### config.mk
export PLATFORM = sky130hd
export DESIGN_NAME = uart_autobaud_detect
export DESIGN_NICKNAME = d
export VERILOG_FILES = /design/src/uart_autobaud_pkg.sv /design/src/rate_divider.sv /design/src/uart_autobaud_detect.sv
export SDC_FILE = /design/constraint.sdc
export NUM_CORES = 1
export LEC_CHECK = 0
export BUFFER_PORTS_ARGS = -buffer_cell sky130_fd_sc_hd__buf_4
export CORE_ASPECT_RATIO = 0.6
export CORE_MARGIN = 5
export CORE_UTILIZATION = 60
export DETAILED_ROUTE_END_ITERATION = 6
export PLACE_DENSITY_LB_ADDON = 0.1
export SYNTH_ARGS = -nofsm -noshare
export SYNTH_HDL_FRONTEND = slang
export SYNTH_SLANG_ARGS = --single-unit
### constraint.sdc
create_clock -name mclk -period 6.8 [get_ports mclk]
set_clock_uncertainty 0.15 [all_clocks]
set_input_delay 0.68 -clock mclk [delete_from_list [all_inputs] [get_ports mclk]]
set_output_delay 0.68 -clock mclk [all_outputs]
set_load 0.05 [all_outputs]
### src/uart_autobaud_pkg.sv
// constants, state codes and rate masks for the auto-baud receiver front end
//
// What this block does
// - receive line times divisor counter over 55h
// - enabling auto-baud starts sequence, receiver held idle
// - counting starts at first rise after start
// - fifth rise: keep count, clear enable, raise flag
// - reading receive data clears receive flag
// - both divisor bytes form one 16-bit counter
// - measuring counter runs at one eighth base rate
// - rate selects pick base and auto-baud clocks
// - counter starts at one; software subtracts one
// - with wake enabled, measure character after break
// - counter wrap before fifth rise sets overflow
// - after overflow keep counting until fifth rise
// - software clears overflow flag directly
// - overflow clear ignored while enable still set
// - wake enable: falling edge raises receive flag
package uart_autobaud_pkg;

    ////////////////////////////////////////////////////////////////////////////////
    // measurement constants
    localparam logic [7:0]  SYNC_CHAR      = 8'h55;  // character being timed
    localparam logic [15:0] COUNT_START    = 16'h0001;
    localparam logic [15:0] COUNT_MAX      = 16'hFFFF;
    localparam logic [2:0]  EDGE_FIRST     = 3'h1;
    localparam logic [2:0]  EDGE_BEFORE_LAST = 3'h4;  // fifth rise follows this count
    localparam logic [7:0]  DIVISOR_RESET  = 8'h00;

    ////////////////////////////////////////////////////////////////////////////////
    // prescaler masks: tick when the masked prescaler bits are all ones
    localparam int          PRESCALE_W     = 9;
    localparam logic [8:0]  BASE_MASK_FAST = 9'h003;  // oscillator / 4
    localparam logic [8:0]  BASE_MASK_MID  = 9'h00F;  // oscillator / 16
    localparam logic [8:0]  BASE_MASK_SLOW = 9'h03F;  // oscillator / 64
    localparam logic [8:0]  MEAS_MASK_FAST = 9'h01F;  // oscillator / 32
    localparam logic [8:0]  MEAS_MASK_MID  = 9'h07F;  // oscillator / 128
    localparam logic [8:0]  MEAS_MASK_SLOW = 9'h1FF;  // oscillator / 512
    localparam logic [1:0]  RATE_BOTH      = 2'h3;
    localparam logic [1:0]  RATE_NONE      = 2'h0;

    ////////////////////////////////////////////////////////////////////////////////
    // receiver states, gray along start -> first rise -> counting
    typedef enum logic [2:0] {
        ST_IDLE       = 3'h0,
        ST_MEAS_START = 3'h1,
        ST_MEAS_FIRST = 3'h3,
        ST_MEAS_COUNT = 3'h2,
        ST_WAKE_ARMED = 3'h4,
        ST_WAKE_LOW   = 3'h5
    } rx_state_t;

endpackage

### src/rate_divider.sv
// prescaler giving base and auto-baud tick enables from the system clock
module rate_divider
    import uart_autobaud_pkg::*;
(
    input  wire logic mclk,
    input  wire logic arst_n,
    input  wire logic wide_sel,
    input  wire logic high_sel,
    output logic      base_tick,
    output logic      meas_tick
);

    typedef struct packed {
        logic [8:0] cnt;
        logic       base_tick;
        logic       meas_tick;
    } div_state_t;

    div_state_t d_r;
    div_state_t d_nxt;
    logic [8:0] base_mask;
    logic [8:0] meas_mask;
    logic [1:0] sel;

    assign sel = {wide_sel, high_sel};

    ////////////////////////////////////////////////////////////////////////////////
    // mask choice
    always_comb begin
        unique case (sel)
            RATE_BOTH: begin
                base_mask = BASE_MASK_FAST;
                meas_mask = MEAS_MASK_FAST;
            end
            RATE_NONE: begin
                base_mask = BASE_MASK_SLOW;
                meas_mask = MEAS_MASK_SLOW;
            end
            default: begin
                base_mask = BASE_MASK_MID;
                meas_mask = MEAS_MASK_MID;
            end
        endcase
    end

    // free-running count; measuring mask is base mask plus three bits, hence 1/8
    always_comb begin
        d_nxt           = d_r;
        d_nxt.cnt       = d_r.cnt + 9'h001;
        d_nxt.base_tick = ((d_r.cnt & base_mask) == base_mask);
        d_nxt.meas_tick = ((d_r.cnt & meas_mask) == meas_mask);
    end

    always_ff @(posedge mclk or negedge arst_n) begin
        if (!arst_n) begin
            d_r <= '0;
        end else begin
            d_r <= d_nxt;
        end
    end

    assign base_tick = d_r.base_tick;
    assign meas_tick = d_r.meas_tick;
endmodule

### src/uart_autobaud_detect.sv
// auto-baud measurement, overflow and wake handling around the baud generator
module uart_autobaud_detect
    import uart_autobaud_pkg::*;
(
    input  wire logic       mclk,
    input  wire logic       arst_n,
    input  wire logic       receive_line,
    input  wire logic       wide_divisor_select,
    input  wire logic       high_speed_select,
    input  wire logic       autobaud_enable_set,
    input  wire logic       autobaud_enable_clr,
    input  wire logic       wake_on_break_enable_set,
    input  wire logic       wake_on_break_enable_clr,
    input  wire logic       overflow_clr,
    input  wire logic       receive_data_rd,
    input  wire logic       divisor_low_wr,
    input  wire logic       divisor_high_wr,
    input  wire logic [7:0] divisor_wdata,
    output logic            autobaud_enable,
    output logic            autobaud_mode,
    output logic            autobaud_overflow_flag,
    output logic            wake_on_break_enable,
    output logic            receive_flag,
    output logic [7:0]      divisor_low_byte,
    output logic [7:0]      divisor_high_byte,
    output logic            bit_tick
);

    typedef struct packed {
        logic       rx_meta;
        logic       rx_sync;
        logic       rx_prev;
        rx_state_t  st;
        logic [2:0] edge_cnt;
        logic [7:0] div_lo;
        logic [7:0] div_hi;
        logic [15:0] baud_cnt;
        logic       meas_en;
        logic       ovf;
        logic       wake_en;
        logic       rcv_flag;
        logic       bit_tick;
        logic       meas_mode;
    } core_state_t;

    core_state_t s_r;
    core_state_t s_nxt;
    logic        base_tick;
    logic        meas_tick;
    logic        rx_rise;
    logic        rx_fall;
    logic        counting;
    logic        fifth_rise;
    logic        meas_done;
    logic        ovf_wrap;
    logic        wake_fall;
    logic        wake_end;
    logic        flag_set;
    logic [15:0] pair;
    logic [15:0] reload;
    logic        gen_run;

    ////////////////////////////////////////////////////////////////////////////////
    // prescaler
    rate_divider u_div (
        .mclk      (mclk),
        .arst_n    (arst_n),
        .wide_sel  (wide_divisor_select),
        .high_sel  (high_speed_select),
        .base_tick (base_tick),
        .meas_tick (meas_tick)
    );

    ////////////////////////////////////////////////////////////////////////////////
    // edge and event decode, all from synchronised samples
    assign rx_rise    = s_r.rx_sync & ~s_r.rx_prev;
    assign rx_fall    = ~s_r.rx_sync & s_r.rx_prev;
    assign counting   = (s_r.st == ST_MEAS_COUNT) && s_r.meas_en;
    assign pair       = {s_r.div_hi, s_r.div_lo};
    assign fifth_rise = counting && rx_rise && (s_r.edge_cnt == EDGE_BEFORE_LAST);
    assign meas_done  = fifth_rise;
    assign ovf_wrap   = counting && meas_tick && (pair == COUNT_MAX);
    assign wake_fall  = (s_r.st == ST_WAKE_ARMED) && s_r.wake_en && rx_fall;
    assign wake_end   = (s_r.st == ST_WAKE_LOW) && rx_rise;
    assign flag_set   = meas_done || wake_fall;
    // low byte only unless the wide divisor is chosen
    assign reload     = wide_divisor_select ? pair : {8'h00, s_r.div_lo};
    // generator stopped while auto-baud or wake owns the receiver
    assign gen_run    = (s_r.st == ST_IDLE) && !s_r.meas_en && !s_r.wake_en;

    ////////////////////////////////////////////////////////////////////////////////
    // next-state logic for the whole block
    always_comb begin
        s_nxt          = s_r;
        s_nxt.rx_meta  = receive_line;
        s_nxt.rx_sync  = s_r.rx_meta;
        s_nxt.rx_prev  = s_r.rx_sync;
        s_nxt.bit_tick = 1'b0;

        // enable bit: hardware clear on completion, software set wins
        if (autobaud_enable_clr) begin
            s_nxt.meas_en = 1'b0;
        end
        if (meas_done) begin
            s_nxt.meas_en = 1'b0;
        end
        if (autobaud_enable_set) begin
            s_nxt.meas_en = 1'b1;
        end

        // wake enable: cleared by the rise ending the break
        if (wake_on_break_enable_clr || wake_end) begin
            s_nxt.wake_en = 1'b0;
        end
        if (wake_on_break_enable_set) begin
            s_nxt.wake_en = 1'b1;
        end

        // clear blocked while enable is set
        if (overflow_clr && !s_r.meas_en) begin
            s_nxt.ovf = 1'b0;
        end
        if (ovf_wrap) begin
            s_nxt.ovf = 1'b1;
        end

        if (receive_data_rd) begin
            s_nxt.rcv_flag = 1'b0;
        end
        if (flag_set) begin
            s_nxt.rcv_flag = 1'b1;
        end

        // software divisor writes only land when nothing is measuring
        if (s_r.st == ST_IDLE && !s_r.meas_en) begin
            if (divisor_low_wr) begin
                s_nxt.div_lo = divisor_wdata;
            end
            if (divisor_high_wr) begin
                s_nxt.div_hi = divisor_wdata;
            end
        end

        unique case (s_r.st)
            ST_IDLE: begin
                if (s_r.wake_en) begin
                    s_nxt.st = ST_WAKE_ARMED;
                end else if (s_r.meas_en) begin
                    s_nxt.st = ST_MEAS_START;
                end
            end
            ST_MEAS_START: begin
                // start bit of the sync character
                if (!s_r.meas_en) begin
                    s_nxt.st = ST_IDLE;
                end else if (rx_fall) begin
                    s_nxt.st = ST_MEAS_FIRST;
                end
            end
            ST_MEAS_FIRST: begin
                if (!s_r.meas_en) begin
                    s_nxt.st = ST_IDLE;
                end else if (rx_rise) begin
                    {s_nxt.div_hi, s_nxt.div_lo} = COUNT_START;
                    s_nxt.edge_cnt = EDGE_FIRST;
                    s_nxt.st       = ST_MEAS_COUNT;
                end
            end
            ST_MEAS_COUNT: begin
                if (!s_r.meas_en) begin
                    // aborted; pair keeps the partial count
                    s_nxt.st = ST_IDLE;
                end else begin
                    // wraps to zero, sets overflow and keeps counting after overflow
                    if (meas_tick) begin
                        {s_nxt.div_hi, s_nxt.div_lo} = pair + 16'h0001;
                    end
                    if (rx_rise) begin
                        s_nxt.edge_cnt = s_r.edge_cnt + 3'h1;
                    end
                    if (fifth_rise) begin
                        s_nxt.st = ST_IDLE;
                    end
                end
            end
            ST_WAKE_ARMED: begin
                // falling edge is the wake event
                if (!s_r.wake_en) begin
                    s_nxt.st = ST_IDLE;
                end else if (rx_fall) begin
                    s_nxt.st = ST_WAKE_LOW;
                end
            end
            ST_WAKE_LOW: begin
                if (rx_rise || !s_r.wake_en) begin
                    s_nxt.st = ST_IDLE;
                end
            end
            default: begin
                s_nxt.st = ST_IDLE;
            end
        endcase

        if (!gen_run) begin
            s_nxt.baud_cnt = reload;
        end else if (base_tick) begin
            if (s_r.baud_cnt == 16'h0000) begin
                s_nxt.baud_cnt = reload;
                s_nxt.bit_tick = 1'b1;
            end else begin
                s_nxt.baud_cnt = s_r.baud_cnt - 16'h0001;
            end
        end

        s_nxt.meas_mode = (s_nxt.st == ST_MEAS_START) || (s_nxt.st == ST_MEAS_FIRST)
                        || (s_nxt.st == ST_MEAS_COUNT);
    end

    ////////////////////////////////////////////////////////////////////////////////
    // state register
    always_ff @(posedge mclk or negedge arst_n) begin
        if (!arst_n) begin
            s_r        <= '0;
            s_r.st     <= ST_IDLE;
            // line idles high, so no false edge follows reset
            s_r.rx_meta <= 1'b1;
            s_r.rx_sync <= 1'b1;
            s_r.rx_prev <= 1'b1;
            s_r.div_lo <= DIVISOR_RESET;
            s_r.div_hi <= DIVISOR_RESET;
        end else begin
            s_r <= s_nxt;
        end
    end

    // outputs straight from the state flops
    assign autobaud_enable        = s_r.meas_en;
    assign autobaud_mode          = s_r.meas_mode;
    assign autobaud_overflow_flag = s_r.ovf;
    assign wake_on_break_enable   = s_r.wake_en;
    assign receive_flag           = s_r.rcv_flag;
    assign divisor_low_byte       = s_r.div_lo;
    assign divisor_high_byte      = s_r.div_hi;
    assign bit_tick               = s_r.bit_tick;
endmodule

==> results of run 1 <==
-- power by group through the flow --
stage                     Combinational [mW]  Sequential [mW]  Clock (mW)
after global routing                   0.599            0.636       0.371
final                                  0.559            0.619       0.349
after global placement                 0.544            0.610           0
after floorplan                        0.491            0.553           0
after detailed placement               0.552            0.614           0
after CTS                              0.559            0.611       0.356
-- synthesized netlist by cell type, types with 5 or more instances --
cell                       number  area share [%]
sky130_fd_sc_hd__dfrtp_1       55              40
sky130_fd_sc_hd__nand2_1       37             4.1
sky130_fd_sc_hd__o21ai_0       27             4.0
sky130_fd_sc_hd__nand3_1       23             3.4
sky130_fd_sc_hd__buf_4         16             3.5
sky130_fd_sc_hd__a21oi_1       15             2.2
sky130_fd_sc_hd__inv_1         14             1.5
sky130_fd_sc_hd__nor2_1        14             1.5
sky130_fd_sc_hd__nor3_1        12             1.8
sky130_fd_sc_hd__and3_1         8             1.5
sky130_fd_sc_hd__nand4_1        8             1.5
sky130_fd_sc_hd__clkbuf_1       7            0.77
sky130_fd_sc_hd__a31oi_1        6             1.1
sky130_fd_sc_hd__ha_1           6             2.2
sky130_fd_sc_hd__o211ai_1       6             1.3
sky130_fd_sc_hd__a221o_1        5             1.5
sky130_fd_sc_hd__buf_6          5             1.6
sky130_fd_sc_hd__nand2b_1       5            0.92
sky130_fd_sc_hd__nor4_1         5            0.92
sky130_fd_sc_hd__or3_1          5            0.92
sky130_fd_sc_hd__xnor2_1        5             1.3
-- logic make-up after synthesis --
group / share of synthesized area (%)
compound gates: 18.73
xor+xnor: 2.309
fa+ha+maj: 2.199
buf+inv: 8.321
flops: 42.63
mux: 1.540
simple gates: 24.27
-- worst min path at each step --
stage	slack [ns]	depth (start not counted)	to	start
detailed placement	0.20	0	s_nxt[44]$_DFF_PN1_	s_nxt[45]$_DFF_PN1_
global placement	0.20	0	s_nxt[44]$_DFF_PN1_	s_nxt[45]$_DFF_PN1_
floorplan	0.20	0	s_nxt[44]$_DFF_PN1_	s_nxt[45]$_DFF_PN1_
CTS	0.21	0	s_nxt[44]$_DFF_PN1_	s_nxt[45]$_DFF_PN1_
global route	0.22	0	s_nxt[44]$_DFF_PN1_	s_nxt[45]$_DFF_PN1_
finish	0.21	0	s_nxt[44]$_DFF_PN1_	s_nxt[45]$_DFF_PN1_
-- layer usage --
layer	part of all wire [%]	track usage, %
met1	48	37.83
met2	42	35.51
met3	9.9	7.729
met4	0.64	5.669
met5	0	0
-- worst reg2reg max path, cell delays in order, from the launching register on --
cell                       delay [ns]
sky130_fd_sc_hd__dfrtp_1         0.46
sky130_fd_sc_hd__nor4_2          0.48
sky130_fd_sc_hd__nand4b_1        0.21
sky130_fd_sc_hd__o21ai_1         0.99
sky130_fd_sc_hd__o21ai_0         0.17
sky130_fd_sc_hd__a221o_1         0.39
-- per-stage QoR --
stage	cell area (um2)	utilization [%]	cells
after floorplan	3413	-	365
after global placement	3612	65.15	457
after detailed placement	3612	65.15	457
after CTS	3830	69.08	473
after global routing	3830	69.08	473
final	3830	69.08	473
-- flip-flops by register name, indices dropped and copies added (netlist names) --
signal	flops
receive_flag	1
autobaud_overflow_flag	1
bit_tick	1
u_div.base_tick	1
divisor_low_byte	8
s_r	23
u_div.d_r	9
autobaud_enable	1
wake_on_break_enable	1
u_div.meas_tick	1
divisor_high_byte	8
s_nxt	2
autobaud_mode	1
-- layout make-up --
cell class                      count  area share [%]
Clock buffer                        9           3.234
Clock inverter                      7           2.450
Inverter                           14           1.372
Multi-Input combinational cell    261           43.71
Sequential cell                    58           37.99
Tap cell                           80           2.614
Timing Repair Buffer               44           8.625
-- placed cells by master (no fill, tap or decap), types with 3 or more instances in the layout --
| master | netlist | layout |
|---|---|---|
| sky130_fd_sc_hd__a21oi_1 | 15 | 15 |
| sky130_fd_sc_hd__ha_1 | 6 | 6 |
| sky130_fd_sc_hd__o21ai_0 | 27 | 27 |
| sky130_fd_sc_hd__buf_4 | 16 | 44 |
| sky130_fd_sc_hd__nand4b_1 | 3 | 3 |
| sky130_fd_sc_hd__a211oi_1 | 3 | 3 |
| sky130_fd_sc_hd__a31oi_1 | 6 | 6 |
| sky130_fd_sc_hd__or3_1 | 5 | 5 |
| sky130_fd_sc_hd__nand2b_1 | 5 | 5 |
| sky130_fd_sc_hd__and3_1 | 8 | 8 |
| sky130_fd_sc_hd__nor2_1 | 14 | 14 |
| sky130_fd_sc_hd__dfrtp_1 | 55 | 55 |
| sky130_fd_sc_hd__nor4_1 | 5 | 5 |
| sky130_fd_sc_hd__nand3_1 | 23 | 23 |
| sky130_fd_sc_hd__dfstp_2 | 3 | 3 |
| sky130_fd_sc_hd__and4_1 | 3 | 3 |
| sky130_fd_sc_hd__o211ai_1 | 6 | 6 |
| sky130_fd_sc_hd__a221o_1 | 5 | 5 |
| sky130_fd_sc_hd__mux2i_1 | 3 | 3 |
| sky130_fd_sc_hd__xnor2_1 | 5 | 5 |
| sky130_fd_sc_hd__inv_1 | 14 | 14 |
| sky130_fd_sc_hd__nand2_1 | 37 | 37 |
| sky130_fd_sc_hd__xor2_1 | 4 | 4 |
| sky130_fd_sc_hd__o311ai_0 | 4 | 4 |
| sky130_fd_sc_hd__nor3_1 | 12 | 12 |
| sky130_fd_sc_hd__nor2b_1 | 4 | 4 |
| sky130_fd_sc_hd__nand4_1 | 8 | 8 |
| sky130_fd_sc_hd__nor3b_1 | 4 | 4 |
| sky130_fd_sc_hd__o41ai_1 | 4 | 4 |
| sky130_fd_sc_hd__clkbuf_8 | 1 | 9 |
==> impl_metrics.json, run 1 <==
{
  "grt_max_degree": 59,
  "global_route_wire_length_before_repair_mm": 14.19,
  "share_of_flip_flops_with_an_asynchronous_set_or_reset_after_synthesis_pct": 100.0,
  "worst-path-buf-inv": 0,
  "rr_worst_depth": 5,
  "internal_power_mw": 0.8454,
  "post-place-ws_ns": 3.885,
  "cts_resized": 0,
  "critical_path_depth": 5,
  "multi_input_comb_area_um2": 1674,
  "cp_slowest_stage_delay_ns": 0.99,
  "number_of_different_library_cells_in_the_post_synthesis_netlist": 66,
  "cts_sinks": 58,
  "yosys_register_bits": 58,
  "die_y_um": 68.43,
  "critPathCapture": "s_r[8]$_DFFE_PN0P_",
  "grt_pass1_vias": 2738,
  "total_power_consumption_of_the_routed_design_mw": 1.527,
  "critical_path_peak_fanout": 20,
  "port_buffers": 42,
  "die-area_um2": 7347,
  "timing.critical_path.max_delay_family": "compound AO/OA/AOI/OAI gates",
  "power.share.clock_pct": 22.8,
  "ys_warn_count": 0,
  "drv_slew": 0,
  "post_synth_instance_area_um2": 3413,
  "post_route_antenna_net_violation_count": 0,
  "worst_slack_ns": 3.835,
  "finalNetCount": 415,
  "final_layout_size_suffix_gt1_share_pct": 19.59,
  "power-per-cell-area_nw_per_um2": 398.6,
  "synthToLayoutAreaGrowth_pct": 12.21,
  "finalSetupTns_ns": 0,
  "global_route.usage.total_pct": 25.20,
  "timing.critical_path.from_type": "flop",
  "timing.reg2reg.setup_slack_ns": 3.84,
  "tritoncts": "yes",
  "detail_route.drc_violations": 0,
  "path_cells": "nor4_2 -> nand4b_1 -> o21ai_1 -> o21ai_0 -> a221o_1",
  "finalHoldViolCount": 0,
  "wire_per_inst_um": 18.30,
  "clock_buffers_created_by_tritoncts": 9,
  "crit_type": "flop to flop",
  "syn_nets": 392,
  "power.share.sequential_pct": 40.5,
  "gp_routability_congestion": 0.8859,
  "tcrit_tclk_final_pct": 43.60,
  "ctsHoldBuffers": 0,
  "outcome": "finished clean",
  "synthCells": 365,
  "overflow": 0,
  "dominantRegCellSynth": "sky130_fd_sc_hd__dfrtp_1",
  "vias": 2977,
  "setup_viol": 0,
  "rows": 21,
  "power.leakage_nw": 1.612,
  "rsz0062_at_grt": "false",
  "floorplan.initialDensity_pct": 61.57,
  "achievable-frequency_mhz": 337.3,
  "die_w_um": 107.4,
  "slew_headroom_pct": 17.35,
  "post_cts_buffers": 0,
  "layout_min_cycle_time_ns": 2.965,
  "fill_cells": 438,
  "clkLatencyLatePin_ns": 0.33,
  "cp.arrival_ns": 3.03,
  "synth-seq-area-share_pct": 42.63,
  "clk_pin_slew_worst_paths_ns": 0.07,
  "worstSetupStartpoint": "s_r[9]$_DFFE_PN0P_",
  "comb_power_share_pct": 36.6,
  "detailed_placer_s_ending_hpwl_mm": 6.086,
  "area.sequential_um2": 1455,
  "critPathSlowestCell": "sky130_fd_sc_hd__o21ai_1",
  "count_of_flip_flops_with_a_built_in_enable_after_synthesis": 0,
  "coreArea_um2": 5544,
  "drt_wl_total_mm": 8.658,
  "vias_per_cell": 6.294,
  "vdd_drop_max_mv": 0.2450,
  "end_kind": "flop",
  "r2r_end": "s_r[8]$_DFFE_PN0P_",
  "drt_first_iter_violations": 323,
  "timing.rr.start": "s_r[9]$_DFFE_PN0P_",
  "cts.root.buffer_cell": "sky130_fd_sc_hd__clkbuf_8",
  "clock_tree.htree_level_count": 3,
  "tightest_slew_ns": 1.231,
  "min_hold_slack_ns": 0.2091,
  "grt_antenna_before_repair": 0,
  "drt_pass1_iterations": 6,
  "switching_share_pct": 44.62,
  "drv_cap": 0,
  "antenna-diode-count": 0,
  "power.switching_mw": 0.6812,
  "min-delay-path-class": "flop to flop",
  "synth.avg_cell_area_um2": 9.351,
  "worstPathRequired_ns": 6.86,
  "cts-root-to-sink-buffers": 2,
  "floorplan.io_pins": 43
}
(Power assumes the default switching activity.)
==> run 2: changes to the inputs <==
--- a/config.mk
+++ b/config.mk
@@ -8,7 +8,7 @@
 export BUFFER_PORTS_ARGS = -buffer_cell sky130_fd_sc_hd__buf_4
 export CORE_ASPECT_RATIO = 0.6
 export CORE_MARGIN = 5
-export CORE_UTILIZATION = 60
+export CORE_UTILIZATION = 58
 export DETAILED_ROUTE_END_ITERATION = 6
 export PLACE_DENSITY_LB_ADDON = 0.1
 export SYNTH_ARGS = -nofsm -noshare
==> constraint.sdc (replaced) <==
create_clock -name mclk -period 2.8 [get_ports mclk]
set_clock_uncertainty 0.15 [all_clocks]
set_input_delay 0.28 -clock mclk [delete_from_list [all_inputs] [get_ports mclk]]
set_output_delay 0.28 -clock mclk [all_outputs]
set_load 0.05 [all_outputs]
==> impl_metrics.json, run 2 (synthesis results as in run 1) <==
{
  "post_route_antenna_net_violation_count": 0,
  "global_route.usage.total_pct": 24.96,
  "met3WireLength_um": 983,
  "drt_wl_total_mm": 8.872,
  "slew_headroom_pct": 50.94,
  "grt_max_degree": 59,
  "vias_per_cell": 6.336,
  "detail_route.drc_violations": 0,
  "route.met2.wl_mm": 3.475,
  "fill_cells": 459,
  "most_frequent_cells_in_the_layout": "sky130_fd_sc_hd__dfrtp_1, sky130_fd_sc_hd__buf_4, sky130_fd_sc_hd__nand2_1, sky130_fd_sc_hd__o21ai_0, sky130_fd_sc_hd__nand3_1",
  "setup_viol": 0,
  "final_layout_size_suffix_gt1_share_pct": 20.74,
  "finalSetupTns_ns": 0,
  "layout.cell_area.non_filler_um2": 3945,
  "timing.critical_path.from_type": "flop",
  "coreArea_um2": 5649,
  "total_power_consumption_of_the_routed_design_mw": 3.733,
  "critical_path_peak_fanout": 17,
  "grt_pass1_vias": 2795,
  "dpl-instance-area_um2": 3677,
  "die_y_um": 69.42,
  "achievable-frequency_mhz": 403.9,
  "cp.arrival_ns": 2.55,
  "tcrit_tclk_final_pct": 88.43,
  "port_buffers": 42,
  "gp_routability_congestion": 0.9453,
  "largest_reg_flops": 23,
  "floorplan.initialDensity_pct": 60.42,
  "cts_sinks": 58,
  "die_w_um": 109.0,
  "wire_per_inst_um": 18.29,
  "antenna-diode-count": 0,
  "post_cts_buffers": 0,
  "drv_slew": 0,
  "global_route_wire_length_before_repair_mm": 14.75,
  "end_kind": "flop",
  "outcome": "finished clean",
  "finalNetCount": 427,
  "finish.utilization_pct": 69.83,
  "biggestRegsByFlops": "s_r: 23 flops, u_div.d_r: 9 flops",
  "tritoncts": "yes",
  "final_common_cell": "sky130_fd_sc_hd__dfrtp_1",
  "layout_min_cycle_time_ns": 2.476,
  "drt_pass1_iterations": 5,
  "detailed_placer_s_ending_hpwl_mm": 6.379,
  "finalHoldViolCount": 0,
  "power-per-cell-area_nw_per_um2": 946.3,
  "cts_resized": 0,
  "rows": 21,
  "drt_first_iter_violations": 394,
  "die-area_um2": 7569,
  "grt_antenna_before_repair": 0,
  "vias": 3073,
  "clock_buffers_created_by_tritoncts": 9,
  "tightest_slew_ns": 0.7359,
  "vdd_drop_max_mv": 0.7418,
  "rsz0062_at_grt": "false",
  "clock_tree.htree_level_count": 3,
  "worstPathRequired_ns": 2.87,
  "drv_cap": 0,
  "clkLatencyLatePin_ns": 0.34,
  "floorplan.io_pins": 43,
  "detail_route.wirelength.met1_mm": 4.336,
  "route.top_layer_used": "met4",
  "cts.root.buffer_cell": "sky130_fd_sc_hd__clkbuf_8",
  "synthToLayoutAreaGrowth_pct": 15.58,
  "crit_type": "flop to flop",
  "power.leakage_nw": 1.669,
  "overflow": 0,
  "registers.top_by_ff_count": "s_r",
  "min-delay-path-class": "primary input to flop",
  "clk_pin_slew_worst_paths_ns": 0.07,
  "cts-root-to-sink-buffers": 2
}
==> run 2: changes by cell type in the layout (fill, tap and decap cells not counted) <==
cell	before	now
sky130_fd_sc_hd__buf_12	0	1
sky130_fd_sc_hd__dlygate4sd3_1	0	5
sky130_fd_sc_hd__buf_4	44	50
==> run 2: stage by stage <==
step / hold WS [ns] / worst slack, ns / instances
after detailed placement: 0.1991 / 0.3786 / 464
after global routing: 0.03867 / 0.1537 / 485
after CTS: 0.009927 / 0.3682 / 485
final: 0.03081 / 0.3239 / 485
after global placement: 0.1958 / 0.4413 / 464
after floorplan: -0.1656 / 0.3019 / 365
==> run 2: layer usage <==
metal  vias to the layer above  global-route usage [%]
met2                       172                   31.36
li1                       1417                       -
met1                      1475                   40.93
met5                         -                       0
met4                         0                   4.902
met3                         9                   7.628
==> run 2: power by group <==
group / leakage, nW / total, mW / internal (mW) / switching, mW
clock network: 0.105 / 0.852 / 0.499 / 0.354
registers: 0.726 / 1.47 / 1.06 / 0.409
logic: 0.838 / 1.41 / 0.506 / 0.903
total: 1.67 / 3.73 / 2.07 / 1.67
==> run 2: worst paths after layout <==
path / start / to / slack, ns / cells after the start
max: s_r[9]$_DFFE_PN0P_ / s_r[11]$_DFFE_PN0P_ / 0.32 / 6
min: divisor_wdata[2] / divisor_low_byte[2]$_DFF_PN0_ / 0.03 / 3
max reg2reg: s_r[9]$_DFFE_PN0P_ / s_r[11]$_DFFE_PN0P_ / 0.32 / 6
min reg2reg: s_nxt[45]$_DFF_PN1_ / s_nxt[44]$_DFF_PN1_ / 0.21 / 0
max in group asynchronous: arst_n / s_r[17]$_DFFE_PN0P_ / 1.62 / 2
min in group asynchronous: arst_n / u_div.d_r[8]$_DFF_PN0_ / 0.38 / 2
==> run 2: cell type report <==
cell class	instances	area (um2)	area share [%]
multi-input cells	261	1674	42.44
inverters	14	52.55	1.332
clock buffers	9	123.9	3.140
flip-flops and latches	58	1455	36.89
clock inverters	7	93.84	2.379
well taps	80	100.1	2.537
repair buffers	56	445.4	11.29
==> run 2: what timing repair did <==
action	in CTS	in global routing
hold endpoints to repair	58	0
endpoints found under the setup margin	0	0
hold buffers	5	0
==> run 2: worst max-delay path: stages (launching register included) <==
cell and delay, ns:
sky130_fd_sc_hd__dfrtp_1 0.46, sky130_fd_sc_hd__nor4_2 0.52, sky130_fd_sc_hd__nand4b_1 0.23, sky130_fd_sc_hd__o21ai_1 0.29
sky130_fd_sc_hd__buf_4 0.27, sky130_fd_sc_hd__o21ai_0 0.11, sky130_fd_sc_hd__a211o_1 0.32
==> run 3: changes to the inputs <==
--- a/config.mk
+++ b/config.mk
@@ -5,11 +5,12 @@
 export SDC_FILE = /design/constraint.sdc
 export NUM_CORES = 1
 export LEC_CHECK = 0
-export BUFFER_PORTS_ARGS = -buffer_cell sky130_fd_sc_hd__buf_4
+export CAP_MARGIN = 15
 export CORE_ASPECT_RATIO = 0.6
 export CORE_MARGIN = 5
-export CORE_UTILIZATION = 58
+export CORE_UTILIZATION = 60
 export DETAILED_ROUTE_END_ITERATION = 6
+export DONT_BUFFER_PORTS = 1
 export PLACE_DENSITY_LB_ADDON = 0.1
 export SYNTH_ARGS = -nofsm -noshare
 export SYNTH_HDL_FRONTEND = slang
==> impl_metrics.json, run 3 (synthesis results as in run 1) <==
{
  "gp_routability_congestion": 0.8934,
  "vias_per_cell": 6.336,
  "outcome": "finished clean",
  "vdd_drop_max_mv": 0.5859,
  "registers.top_by_ff_count": "s_r",
  "floorplan.io_pins": 43,
  "overflow": 0,
  "most_frequent_cells_in_the_layout": "sky130_fd_sc_hd__dfrtp_1, sky130_fd_sc_hd__nand2_1, sky130_fd_sc_hd__o21ai_0, sky130_fd_sc_hd__buf_4, sky130_fd_sc_hd__nand3_1",
  "tritoncts": "yes",
  "clk_pin_slew_worst_paths_ns": 0.07,
  "finalNetCount": 415,
  "rows": 21,
  "end_kind": "flop",
  "drt_wl_total_mm": 9.084,
  "timing.critical_path.from_type": "flop",
  "wire_per_inst_um": 19.21,
  "cts_sinks": 58,
  "layout_min_cycle_time_ns": 2.481,
  "grt_max_degree": 59,
  "dpl.cell_count": 439,
  "layout.cell_area.non_filler_um2": 3904,
  "power-per-cell-area_nw_per_um2": 955.0,
  "die_y_um": 68.43,
  "port_buffers": 0,
  "post_route_antenna_net_violation_count": 0,
  "worstPathRequired_ns": 2.86,
  "biggestRegsByFlops": "s_r: 23 flops, u_div.d_r: 9 flops",
  "dpl-instance-area_um2": 3477,
  "min-delay-path-class": "primary input to flop",
  "die-area_um2": 7347,
  "finalHoldViolCount": 0,
  "tcrit_tclk_final_pct": 88.61,
  "global_route.usage.total_pct": 27.27,
  "detail_route.drc_violations": 0,
  "tightest_slew_ns": 0.6798,
  "cts.root.buffer_cell": "sky130_fd_sc_hd__clkbuf_8",
  "drv_slew": 0,
  "clock_tree.htree_level_count": 3,
  "coreArea_um2": 5544,
  "antenna-diode-count": 0,
  "global_route_wire_length_before_repair_mm": 15.30,
  "drv_cap": 0,
  "clkLatencyLatePin_ns": 0.33,
  "drt_first_iter_violations": 363,
  "detailed_placer_s_ending_hpwl_mm": 6.455,
  "cts_resized": 0,
  "grt_pass1_vias": 2808,
  "cp.arrival_ns": 2.54,
  "critical_path_peak_fanout": 7,
  "layoutNonFillerInstCount": 473,
  "finalSetupTns_ns": 0,
  "drt_pass1_iterations": 5,
  "final_layout_size_suffix_gt1_share_pct": 15.01,
  "achievable-frequency_mhz": 403.0,
  "setup_viol": 0,
  "rsz0062_at_grt": "false",
  "synthToLayoutAreaGrowth_pct": 14.37,
  "cts-root-to-sink-buffers": 2,
  "min_hold_slack_ns": 0.02256,
  "largest_reg_flops": 23,
  "die_w_um": 107.4,
  "power.leakage_nw": 1.617,
  "slew_headroom_pct": 54.68,
  "grt_antenna_before_repair": 0,
  "floorplan.initialDensity_pct": 61.57,
  "clock_buffers_created_by_tritoncts": 9,
  "vias": 2997,
  "crit_type": "flop to flop",
  "final_common_cell": "sky130_fd_sc_hd__dfrtp_1"
}
## run 3: cell count changes in the layout (fill, tap and decap cells not counted), sizes merged
cell / change
clkinv: -1
buf: -24
dlygate4sd3: +12
clkinvlp: -2
clkbuf: +3
## run 3: per-stage QoR
stage	utilization [%]	power [mW]	setup slack, ns
after CTS	70.41	3.718	0.3775
after detailed placement	62.72	2.783	0.5116
after global placement	62.72	2.759	0.5429
after global routing	70.41	3.927	0.1361
after floorplan	-	2.535	0.3019
final	70.41	3.728	0.3188
## run 3: cell type report
type | count | area (um2)
Inverter | 14 | 52.55
Clock buffer | 12 | 155.1
Clock inverter | 4 | 73.82
Sequential cell | 58 | 1455
Multi-Input combinational cell | 261 | 1674
Timing Repair Buffer | 44 | 392.9
Tap cell | 80 | 100.1
Fill cell | 416 | 1640
## run 3: where the power goes
part	switching, mW	internal [mW]	leakage, nW	total [mW]
registers	0.398	1.06	0.726	1.46
logic	0.911	0.475	0.775	1.39
clock network	0.333	0.550	0.117	0.883
## run 3: per-layer routing
metal / part of all wire, % / vias to the layer above / track usage [%] / wire, um
li1: - / 1388 / - / -
met1: 47 / 1455 / 40.26 / 4285
met2: 41 / 141 / 37.77 / 3717
met3: 11 / 13 / 9.802 / 966
met4: 1.3 / 0 / 6.772 / 114
met5: 0 / - / 0 / 0
## run 3: timing repair
action	CTS	global route
hold buffers	18	0
setup buffers	0	0
hold endpoints to repair	83	0
endpoints found under the setup margin	0	0
## run 3: path summary, 6_finish.rpt
kind	start	end	slack, ns	depth (start not counted)
worst max-delay path	s_nxt[44]$_DFF_PN1_	autobaud_enable$_DFFE_PN0P_	0.32	6
worst min-delay path	high_speed_select	u_div.base_tick$_DFF_PN0_	0.02	2
worst max register to register	s_nxt[44]$_DFF_PN1_	autobaud_enable$_DFFE_PN0P_	0.32	6
worst min register to register	s_nxt[45]$_DFF_PN1_	s_nxt[44]$_DFF_PN1_	0.21	0
max in group asynchronous	arst_n	s_r[44]$_DFF_PN1_	1.87	2
min in group asynchronous	arst_n	u_div.d_r[3]$_DFF_PN0_	0.33	2
## run 3: critical path: stages (launching register included)
cell	delay [ns]
sky130_fd_sc_hd__dfstp_2	0.58
sky130_fd_sc_hd__nor2b_1	0.29
sky130_fd_sc_hd__nand3_1	0.25
sky130_fd_sc_hd__nor2_1	0.14
sky130_fd_sc_hd__nand3_1	0.13
sky130_fd_sc_hd__a31o_2	0.27
sky130_fd_sc_hd__dlygate4sd3_1	0.55
